### src/shared/epd_params.svh
// Named constants for the encoder pulse divider: register map, field
// positions, reset values.
// Assumes inclusion by bare name from design and bench files.
`ifndef EPD_PARAMS_SVH
`define EPD_PARAMS_SVH

// ==========================================================================
// Register byte addresses
`define EPD_REG_CTRL 32'h0000_0000
`define EPD_REG_STAT 32'h0000_0004

// ==========================================================================
// Control register fields
`define EPD_CTRL_EN_BIT 0
`define EPD_CTRL_OVR_BIT 1
`define EPD_CTRL_SET_LSB 8
`define EPD_CTRL_SET_MSB 15
`define EPD_CTRL_RESET 32'h0000_0001

// ==========================================================================
// Status register fields
`define EPD_STAT_SET_LSB 0
`define EPD_STAT_SET_MSB 7
`define EPD_STAT_LVL_LSB 8
`define EPD_STAT_LVL_MSB 10
`define EPD_STAT_PIN_LSB 11
`define EPD_STAT_PIN_MSB 13
`define EPD_STAT_ENC_LSB 14
`define EPD_STAT_ENC_MSB 16

// ==========================================================================
// Byte lanes and setting values
`define EPD_LANE_CTRL 0
`define EPD_LANE_SET 1
`define EPD_SET_NONE 8'h00
`define EPD_CNT_STEP 9'h001
`define EPD_WORD_ZERO 32'h0000_0000

`endif

### src/shared/epd_pkg.sv
// Types shared by the encoder pulse divider and its bench.
// Assumes epd_params.svh supplies the numeric constants.
package epd_pkg;

    // ======================================================================
    // One bit per pulse channel
    typedef struct packed {
        logic index;
        logic second_phase;
        logic first_phase;
    } epd_chan_type;

    // ======================================================================
    // Software control fields
    typedef struct packed {
        logic [7:0] setting;
        logic override;
        logic enable;
    } epd_ctrl_type;

endpackage : epd_pkg

### src/hw/epd_top.sv
// Encoder pulse divider: three channel dividers and a Wishbone slave.
// Assumes encoder and switch inputs synchronous to mclk (200 MHz) and an
// external pull-up per divided output.
//
// The register offsets and the Wishbone register port were chosen for this implementation.
`timescale 1ns/1ps
`default_nettype none
`include "epd_params.svh"

// ==========================================================================
// One channel divider: toggles its output every setting rising edges
module epd_chan (
    input wire logic mclk,
    input wire logic rst_b,
    input wire logic enable,
    input wire logic [7:0] setting,
    input wire logic enc_in,
    output logic level
);
    logic prev;
    logic [7:0] cnt;
    logic div_lvl;
    logic rise;
    logic wrap;
    logic bypass;
    logic [7:0] next_cnt;
    logic next_div_lvl;
    logic next_level;

    // Edge detect and terminal count
    assign rise = enc_in & ~prev;
    assign wrap = ({1'b0, cnt} + `EPD_CNT_STEP) >= {1'b0, setting}; // RULE2
    assign bypass = setting == `EPD_SET_NONE; // RULE3

    // Half the ratio of rising edges per output toggle
    assign next_cnt = !enable ? 8'h00 :
                      !rise ? cnt :
                      wrap ? 8'h00 : cnt + 8'h01; // RULE7
    assign next_div_lvl = !enable ? 1'b0 :
                          (rise && wrap) ? ~div_lvl : div_lvl; // RULE7
    // Disabled output released; zero setting passes input through
    assign next_level = !enable ? 1'b1 :
                        bypass ? enc_in : div_lvl; // RULE3

    // Channel state
    always_ff @(posedge mclk) begin
        if (!rst_b) begin
            prev <= 1'b0;
            cnt <= 8'h00;
            div_lvl <= 1'b0;
            level <= 1'b1;
        end else begin
            prev <= enc_in;
            cnt <= next_cnt;
            div_lvl <= next_div_lvl;
            level <= next_level;
        end
    end
endmodule : epd_chan

// Overview of operation
// RULE1: Eight switches form the setting; switch one is bit zero, on is one.
// RULE2: Output frequency is input frequency divided by twice the setting.
// RULE3: A zero setting passes encoder pulses straight through, undivided.
// RULE4: All switches on gives ratio 510, the largest available.
// RULE5: Divided index and both phases leave on three open-collector pins.
// RULE6: Encoder rate at most 300 kHz differential, 80 kHz single-ended.
// RULE7: All channels share the ratio; each toggles after half-ratio rises.
module epd_top
    import epd_pkg::*;
(
    input wire logic mclk,
    input wire logic rst_b,
    input wire logic enc_a,
    input wire logic enc_b,
    input wire logic enc_z,
    input wire logic [7:0] dip_sw,
    output logic div_out_first_phase,
    output logic div_out_first_phase_oe,
    input wire logic div_out_first_phase_in,
    output logic div_out_second_phase,
    output logic div_out_second_phase_oe,
    input wire logic div_out_second_phase_in,
    output logic div_out_index,
    output logic div_out_index_oe,
    input wire logic div_out_index_in,
    input wire logic wb_cyc,
    input wire logic wb_stb,
    input wire logic wb_we,
    input wire logic [31:0] wb_adr,
    input wire logic [3:0] wb_sel,
    input wire logic [31:0] wb_dat_w,
    output logic [31:0] wb_dat_r,
    output logic wb_ack
);
    epd_ctrl_type ctrl;
    epd_chan_type enc;
    epd_chan_type lvl;
    epd_chan_type pin;
    logic [7:0] setting;
    logic req;
    logic hit_ctrl;
    logic hit_stat;
    logic wr_ctrl;
    logic [31:0] ctrl_word;
    logic [31:0] stat_word;
    logic [31:0] next_dat_r;
    logic [31:0] ctrl_rst;

    // Reset image of the control word, sliced per field below
    assign ctrl_rst = `EPD_CTRL_RESET;
    // ======================================================================
    // Channel inputs and the shared setting
    assign enc.first_phase = enc_a;
    assign enc.second_phase = enc_b;
    assign enc.index = enc_z;
    // Switch k drives bit k-1; software may override for test
    assign setting = ctrl.override ? ctrl.setting : dip_sw; // RULE1 RULE4

    // One divider per channel, same ratio for all
    epd_chan u_first (
        .mclk(mclk),
        .rst_b(rst_b),
        .enable(ctrl.enable),
        .setting(setting),
        .enc_in(enc.first_phase),
        .level(lvl.first_phase)
    ); // RULE7
    epd_chan u_second (
        .mclk(mclk),
        .rst_b(rst_b),
        .enable(ctrl.enable),
        .setting(setting),
        .enc_in(enc.second_phase),
        .level(lvl.second_phase)
    ); // RULE7
    epd_chan u_index (
        .mclk(mclk),
        .rst_b(rst_b),
        .enable(ctrl.enable),
        .setting(setting),
        .enc_in(enc.index),
        .level(lvl.index)
    ); // RULE7

    // ======================================================================
    // Open-collector drive: pull low while the level is low
    assign div_out_first_phase = 1'b0; // RULE5
    assign div_out_first_phase_oe = ~lvl.first_phase; // RULE5
    assign div_out_second_phase = 1'b0; // RULE5
    assign div_out_second_phase_oe = ~lvl.second_phase; // RULE5
    assign div_out_index = 1'b0; // RULE5
    assign div_out_index_oe = ~lvl.index; // RULE5
    assign pin.first_phase = div_out_first_phase_in;
    assign pin.second_phase = div_out_second_phase_in;
    assign pin.index = div_out_index_in;

    // ======================================================================
    // Bus decode
    assign req = wb_cyc & wb_stb & ~wb_ack;
    assign hit_ctrl = wb_adr == `EPD_REG_CTRL;
    assign hit_stat = wb_adr == `EPD_REG_STAT;
    assign wr_ctrl = req & wb_we & hit_ctrl;

    // Register images; unused bits read zero
    always_comb begin
        ctrl_word = `EPD_WORD_ZERO;
        ctrl_word[`EPD_CTRL_EN_BIT] = ctrl.enable;
        ctrl_word[`EPD_CTRL_OVR_BIT] = ctrl.override;
        ctrl_word[`EPD_CTRL_SET_MSB:`EPD_CTRL_SET_LSB] = ctrl.setting;
        stat_word = `EPD_WORD_ZERO;
        stat_word[`EPD_STAT_SET_MSB:`EPD_STAT_SET_LSB] = setting;
        stat_word[`EPD_STAT_LVL_MSB:`EPD_STAT_LVL_LSB] = lvl;
        stat_word[`EPD_STAT_PIN_MSB:`EPD_STAT_PIN_LSB] = pin;
        stat_word[`EPD_STAT_ENC_MSB:`EPD_STAT_ENC_LSB] = enc;
    end

    // Read mux; unmapped addresses read zero
    assign next_dat_r = !req ? wb_dat_r :
                        hit_ctrl ? ctrl_word :
                        hit_stat ? stat_word : `EPD_WORD_ZERO;

    // Bus answer, one cycle after the request
    always_ff @(posedge mclk) begin
        if (!rst_b) begin
            wb_ack <= 1'b0;
            wb_dat_r <= `EPD_WORD_ZERO;
        end else begin
            wb_ack <= req;
            wb_dat_r <= next_dat_r;
        end
    end

    // Control register, byte lanes honoured
    always_ff @(posedge mclk) begin
        if (!rst_b) begin
            ctrl.enable <= ctrl_rst[`EPD_CTRL_EN_BIT];
            ctrl.override <= ctrl_rst[`EPD_CTRL_OVR_BIT];
            ctrl.setting <= ctrl_rst[`EPD_CTRL_SET_MSB:`EPD_CTRL_SET_LSB];
        end else begin
            if (wr_ctrl && wb_sel[`EPD_LANE_CTRL]) begin
                ctrl.enable <= wb_dat_w[`EPD_CTRL_EN_BIT];
                ctrl.override <= wb_dat_w[`EPD_CTRL_OVR_BIT];
            end
            if (wr_ctrl && wb_sel[`EPD_LANE_SET]) begin
                ctrl.setting <= wb_dat_w[`EPD_CTRL_SET_MSB:`EPD_CTRL_SET_LSB];
            end
        end
    end
endmodule : epd_top

`default_nettype wire

### config.mk
export PLATFORM = sky130hd
export DESIGN_NAME = epd_top
export DESIGN_NICKNAME = d
export VERILOG_FILES = /design/src/shared/epd_pkg.sv /design/src/hw/epd_top.sv
export VERILOG_INCLUDE_DIRS = /design/src /design/src/shared
export SDC_FILE = /design/constraint.sdc
export NUM_CORES = 1
export LEC_CHECK = 0
export BUFFER_PORTS_ARGS = -buffer_cell sky130_fd_sc_hd__buf_2
export CORE_UTILIZATION = 54
export CTS_BUF_LIST = sky130_fd_sc_hd__clkbuf_16
export DETAILED_ROUTE_END_ITERATION = 6
export HOLD_SLACK_MARGIN = 0.05
export PLACE_DENSITY_LB_ADDON = 0.25
export SLEW_MARGIN = 5
export SYNTH_ARGS = -nofsm -noshare
export SYNTH_HDL_FRONTEND = slang
export SYNTH_SLANG_ARGS = --single-unit
### constraint.sdc
create_clock -name mclk -period 4.9 [get_ports mclk]
set_clock_uncertainty 0.2 [all_clocks]
set_input_delay 0.98 -clock mclk [delete_from_list [all_inputs] [get_ports mclk]]
set_output_delay 0.98 -clock mclk [all_outputs]
set_load 0.01 [all_outputs]
==> results of run 1 <==
## final timing paths
kind                                   from  cells after the start             end  slack, ns
worst max register to register      ctrl[1]                      7  u_first.cnt[5]       1.65
worst max-delay path                ctrl[1]                      7  u_first.cnt[5]       1.65
worst min-delay path            wb_dat_r[7]                      2     wb_dat_r[7]       0.26
worst min register to register  wb_dat_r[7]                      2     wb_dat_r[7]       0.26
## Yosys cell counts, types with 9 or more instances
cell      count
clkbuf_1      9
buf_4        18
nand3_1      17
o21ai_0      19
nand2_1      53
xor2_1       10
ha_1         27
inv_1        10
a32o_1       18
mux2i_1      18
dfxtp_1      61
a22oi_1      10
nor2_1       25
## worst min-delay path, stage by stage (launching register included)
cell and delay, ns:
dfxtp_1 0.32, nand2_1 0.05, o21ai_0 0.05
## per-stage QoR
| stage | hold WS [ns] | utilization (%) | std cells | worst slack (ns) |
|---|---|---|---|---|
| 2_1_floorplan | 0.230 | - | 399 | 2.03 |
| 3_3_place_gp | 0.240 | 63.6 | 529 | 1.46 |
| 3_5_place_dp | 0.239 | 63.6 | 529 | 1.38 |
| 4_1_cts | 0.256 | 69.0 | 545 | 1.68 |
| 5_1_grt | 0.285 | 69.0 | 545 | 1.44 |
| 6_report | 0.257 | 69.0 | 545 | 1.65 |
## metal layers
metal	part of all wire (%)	routed length (um)	up-vias	GRT usage, %
met5	0	0	-	0
met2	49	4210	95	45.2
li1	-	-	1532	-
met4	2.5	213	0	12.1
met1	43	3690	1483	32.4
met3	4.6	393	18	4.44
## registers in the layout (all words and copies together), names as in the netlist
| name | cells |
|---|---|
| wb_dat_r | 17 |
| ctrl | 10 |
| u_first.cnt | 8 |
| u_index.cnt | 8 |
| u_second.cnt | 8 |
| u_first.div_lvl | 1 |
| u_first.level | 1 |
| u_first.prev | 1 |
| u_index.div_lvl | 1 |
| u_index.level | 1 |
| u_index.prev | 1 |
| u_second.div_lvl | 1 |
| u_second.level | 1 |
| u_second.prev | 1 |
| wb_ack | 1 |
## cell families after synthesis
logic type	after synthesis
simple gates	148
compound gates	70
flops	61
buf+inv	39
fa+ha+maj	27
xor+xnor	18
mux	18
other cells	1
## cell type report
type / count / area (um2)
tap: 75 / 93.8
inverter: 10 / 37.5
clock buffer: 9 / 225
multi-input combinational: 299 / 2040
sequential: 61 / 1220
clock inverter: 7 / 98.8
fill: 491 / 1850
timing repair buffer: 84 / 423
## where the power goes
group,leakage [nW],switching [mW],internal [mW],total (mW)
clock,0.156,0.236,0.447,0.683
sequential,0.494,0.00606,0.504,0.510
combinational,1.26,0.0643,0.0420,0.106
==> impl_metrics.toml, run 1 <==
[status]
outcome = "finished clean"

[timing]
grt_setup_unrepaired = "no"
timing_hold_violations_final = 0
setup_tns_ns = 0
tightest_slew_ns = 1.14
period_needed_ns = 3.25
slew_viol_final = 0
setup-violations-final = 0
max_clock_freq_mhz = 308
slew_headroom_pct = 23.6
period_share_pct = 66.3

[detailed_routing]
wl_per_cell_um = 15.6
drt-vias-per-instance = 5.74
drc = 0
firstDrtPassIters = 4
antenna_left = 0
num_vias = 3128
drtIter0Drc = 168
wl_um = 8510

[yosys]
synth.area.top_cells = "dfxtp_1, ha_1, nand2_1"
ys_types = 41
synthMuxAreaShare_pct = 5.28
synthSimpleGateAreaFrac_pct = 22.6
netlist_instances = 382
synth_compound_area_share_pct = 15.3
synth_xor_area_share_pct = 4.62
post-synth-top-area-fraction_pct = 35.8
synthArstFlopShare_pct = 0
synth.avg_cell_area_um2 = 8.93
dominantRegCellSynth = "dfxtp_1"
syn-cell-area_um2 = 3410
synth_edf_count = 0
ys_seq_area_share_pct = 35.8
yosys_warnings = 0
synth-seq-cells = 61
synth_fa_ha_area_share_pct = 9.91
yosys.area.top_type = "dfxtp_1"
synth_top_family_by_area = "simple AND/OR/NAND/NOR gates"

[placement]
gp_congestion = 0.810
dp.final_hpwl_um = 6440
io_buffers = 83
placed_area_um2 = 3810

[min_path]
hp-class = "reg2reg"

[floorplanning]
initial_core_util_pct = 56.9
io_pins = 126
num_rows = 28
dieArea_um2 = 6640
core_area_um2 = 5990
dieHeight_um = 81.5
fp.dieW_um = 81.5

[worst_setup_path]
critPathMaxStageDelay_ns = 0.69
worstSetupPathType = "reg2reg"
crit_chain = "mux2i_1, ha_1, and3_1, and3_1, a211oi_2, nand2_1, o21ai_0"
worst_path_max_delay_cell = "mux2i_1"
critPathCaptureType = "register"
crit_fanout = 10
path_delay_family = "compound AO/OA/AOI/OAI gates"
startpoint_type = "register"
crit_top_cell = "and3_1"
critical_path_required_ns = 4.95
critPathArrivalTime_ns = 3.30
path_buf_inv = 0

[clocking]
cts_hold_buf = 0
insertion_delay_ns = 0.32
cts_tree = "yes"
clkSlewWorstSetupHoldPaths_ns = 0.06
h-tree-depth = 3
cts_resized = 0
clk_path_buf_depth = 2
cts_setup_buffers = 0
root_buffer = "clkbuf_16"
numCtsBuffers = 9
cts_sinks = 61

[power_and_ir_drop]
p_leak_nw = 1.91
p_total_mw = 1.30
peakVddDrop_mv = 0.269
power.density_nw_per_um2 = 314

[grt]
grt_pass1_wl_um = 13200
grt_pass1_vias = 2838
antenna_found_initial = 0
grt_start_max_net_pins = 17
grt_use_total_pct = 26.5
overflow = 0

[finish]
mostFrequentLayoutCell = "buf_2"
syn_to_final_growth_pct = 21.3
final_cell_mix = "buf_2, dfxtp_1, nand2_1"
stdcell_area_um2 = 4140
diodes = 0
drive_gt1_share_pct = 23.2
nNetsFinal = 579

[flow_run]
cap_violations = 0
(Power assumes the default switching activity.)
==> run 2, diff against run 1 <==
--- a/config.mk
+++ b/config.mk
@@ -6,8 +6,9 @@
 export SDC_FILE = /design/constraint.sdc
 export NUM_CORES = 1
 export LEC_CHECK = 0
+export ABC_AREA = 1
 export BUFFER_PORTS_ARGS = -buffer_cell sky130_fd_sc_hd__buf_2
-export CORE_UTILIZATION = 54
+export CORE_UTILIZATION = 51
 export CTS_BUF_LIST = sky130_fd_sc_hd__clkbuf_16
 export DETAILED_ROUTE_END_ITERATION = 6
 export HOLD_SLACK_MARGIN = 0.05
==> constraint.sdc (replaced) <==
create_clock -name mclk -period 3 [get_ports mclk]
set_clock_uncertainty 0.2 [all_clocks]
set_input_delay 0.6 -clock mclk [delete_from_list [all_inputs] [get_ports mclk]]
set_output_delay 0.6 -clock mclk [all_outputs]
set_load 0.01 [all_outputs]
==> run 2 against run 1 <==
Against the previous run: die area grew 19%; count of clock-buffer cells in the layout did not move; cell area rose by 10%; critical endpoint is now u_index.div_lvl; combinational power rose by 120%; highest routed layer unchanged.
==> impl_metrics.toml, run 2 <==
[status]
outcome = "finished clean"

[yosys]
yosys_warnings = 0
ys_types = 33
dominantRegCellSynth = "dfxtp_1"
synth.avg_cell_area_um2 = 6.86
synth.top_cells.by_count = "nand2_1, nor2_1, inv_1"
synth_most_common_cell = "nand2_1"
synth_edf_count = 0
post-synth-top-area-fraction_pct = 31.6
synthArstFlopShare_pct = 0
ys_seq_area_share_pct = 31.6
yosys.area.top_type = "dfxtp_1"
syn-cell-area_um2 = 3860
synth.area.top_cells = "dfxtp_1, nand2_1, ha_1"
netlist_instances = 563
synth-seq-cells = 61

[floorplanning]
initial_core_util_pct = 52.9
core_area_um2 = 7290
fp.dieW_um = 89.0
dieArea_um2 = 7920
dieHeight_um = 89.0
num_rows = 31
io_pins = 126

[worst_setup_path]
startpoint_type = "register"
r2r_slack_ns = 0.33
worstSetupPathType = "reg2reg"
timing.rr.end = "u_index.div_lvl"
r2r-start = "ctrl[1]"
critPathArrivalTime_ns = 2.70
r2r_cells = 14
crit_fanout = 9
critical_path_required_ns = 3.03
critPathCaptureType = "register"

[min_path]
hold_end = "wb_dat_r[7]"
hp-class = "reg2reg"
whs_path_depth = 2
min_from = "wb_dat_r[7]"

[timing]
holdWs_ns = 0.262
fin_ws_ns = 0.329
slew_headroom_pct = 60.1
tightest_slew_ns = 0.595
period_needed_ns = 2.67
setup_tns_ns = 0
grt_setup_unrepaired = "no"
slew_viol_final = 0
timing_hold_violations_final = 0
period_share_pct = 89.0
setup-violations-final = 0
max_clock_freq_mhz = 374

[power_and_ir_drop]
p_leak_nw = 2.33
power.density_nw_per_um2 = 446
p_total_mw = 2.03
peakVddDrop_mv = 0.311

[finish]
syn_to_final_growth_pct = 18.2
diodes = 0
drive_gt1_share_pct = 20.3
final_core_util_pct = 62.6
mostFrequentLayoutCell = "nand2_1"
nNetsFinal = 763
largest_reg_flops = 17
reg_top3 = "wb_dat_r x17, ctrl x10"
final_cell_mix = "nand2_1, buf_2, nor2_1"
fill_cells = 677
largest-register = "wb_dat_r"

[clocking]
insertion_delay_ns = 0.33
cts_hold_buf = 0
clk_path_buf_depth = 2
cts_sinks = 61
h-tree-depth = 3
root_buffer = "clkbuf_16"
numCtsBuffers = 9
cts_resized = 0
cts_setup_buffers = 0
cts_tree = "yes"
clkSlewWorstSetupHoldPaths_ns = 0.06

[detailed_routing]
drc = 0
num_vias = 3858
firstDrtPassIters = 5
drt-vias-per-instance = 5.12
wl_um = 9700
wl_per_cell_um = 12.9
antenna_left = 0
drtIter0Drc = 174

[placement]
gp_congestion = 0.862
dp.final_hpwl_um = 7220
pre_cts_ws_ns = 0.324
io_buffers = 83

[grt]
grt_pass1_vias = 3378
grt_start_max_net_pins = 27
grt_use_total_pct = 24.9
grt_pass1_wl_um = 15000
overflow = 0
antenna_found_initial = 0

[flow_run]
cap_violations = 0
==> run 2: cell types whose count changed after synthesis, moves of 7 or more <==
| cell | previous run | this run |
|---|---|---|
| a21oi_1 | 6 | 43 |
| a22oi_1 | 10 | 0 |
| a32o_1 | 18 | 0 |
| and2_1 | 8 | 0 |
| and3_1 | 8 | 1 |
| inv_1 | 10 | 63 |
| inv_2 | 0 | 7 |
| mux2i_1 | 18 | 0 |
| nand2_1 | 53 | 147 |
| nand3_1 | 17 | 44 |
| nand4_1 | 8 | 24 |
| nor2_1 | 25 | 67 |
| nor3_1 | 7 | 0 |
| o21ai_0 | 19 | 4 |
==> run 2: worst max path at each step <==
stage	startpoint	end	slack, ns
after floorplan	u_first.cnt[0]	u_first.div_lvl	0.79
after global placement	dip_sw[0]	u_first.div_lvl	0.40
after detailed placement	dip_sw[0]	u_index.div_lvl	0.32
after CTS	ctrl[1]	u_index.div_lvl	0.32
after global routing	ctrl[1]	u_index.div_lvl	0.14
final	ctrl[1]	u_index.div_lvl	0.33
==> run 2: cell families (layout without fill, tap and decap cells) <==
kind of cell	Yosys count	in the layout	synth area share [%]
buffers and inverters	99	173	12.1
AND/OR/NAND/NOR	302	302	35.5
XOR/XNOR	15	15	3.40
AO/OA/AOI/OAI	58	58	8.56
other	1	18	0.0972
flip-flops	61	61	31.6
adder cells (fa/ha/maj)	27	27	8.75
==> run 2: worst max-delay path, stage by stage (launching register included) <==
cell     delay (ns)
dfxtp_1        0.45
buf_4          0.22
o21a_1         0.29
inv_1          0.15
ha_1           0.30
nand2_1        0.07
nor2_1         0.04
nand2_1        0.05
nand3_1        0.07
nand2_1        0.06
nand2_1        0.05
nand2_1        0.23
nand2_1        0.14
a21oi_1        0.16
nor2_1         0.07
==> run 2: area by class of cell <==
type / count / area [um2] / share of cell area (%)
inverter: 71 / 267 / 5.84
clock inverter: 7 / 51.3 / 1.12
clock buffer: 9 / 225 / 4.94
multi-input combinational: 420 / 2240 / 49.0
sequential: 61 / 1220 / 26.8
tap: 99 / 124 / 2.72
timing repair buffer: 86 / 438 / 9.60
==> run 2: layer usage <==
metal | GRT usage (%) | routed length [um]
met1 | 29.1 | 3990
met2 | 45.5 | 4840
met3 | 3.60 | 689
met4 | 10.5 | 180
met5 | 0 | 0
==> run 2: where the power goes <==
part	internal, mW	switching, mW	total [mW]
logic	0.0874	0.146	0.233
registers	0.831	0.0142	0.845
clock network	0.560	0.396	0.956
==> run 2: per-stage QoR <==
step / cells / cell area (um2)
6_report: 753 / 4560
3_5_place_dp: 737 / 4290
3_3_place_gp: 737 / 4290
5_1_grt: 753 / 4560
4_1_cts: 753 / 4560
2_1_floorplan: 580 / 3920
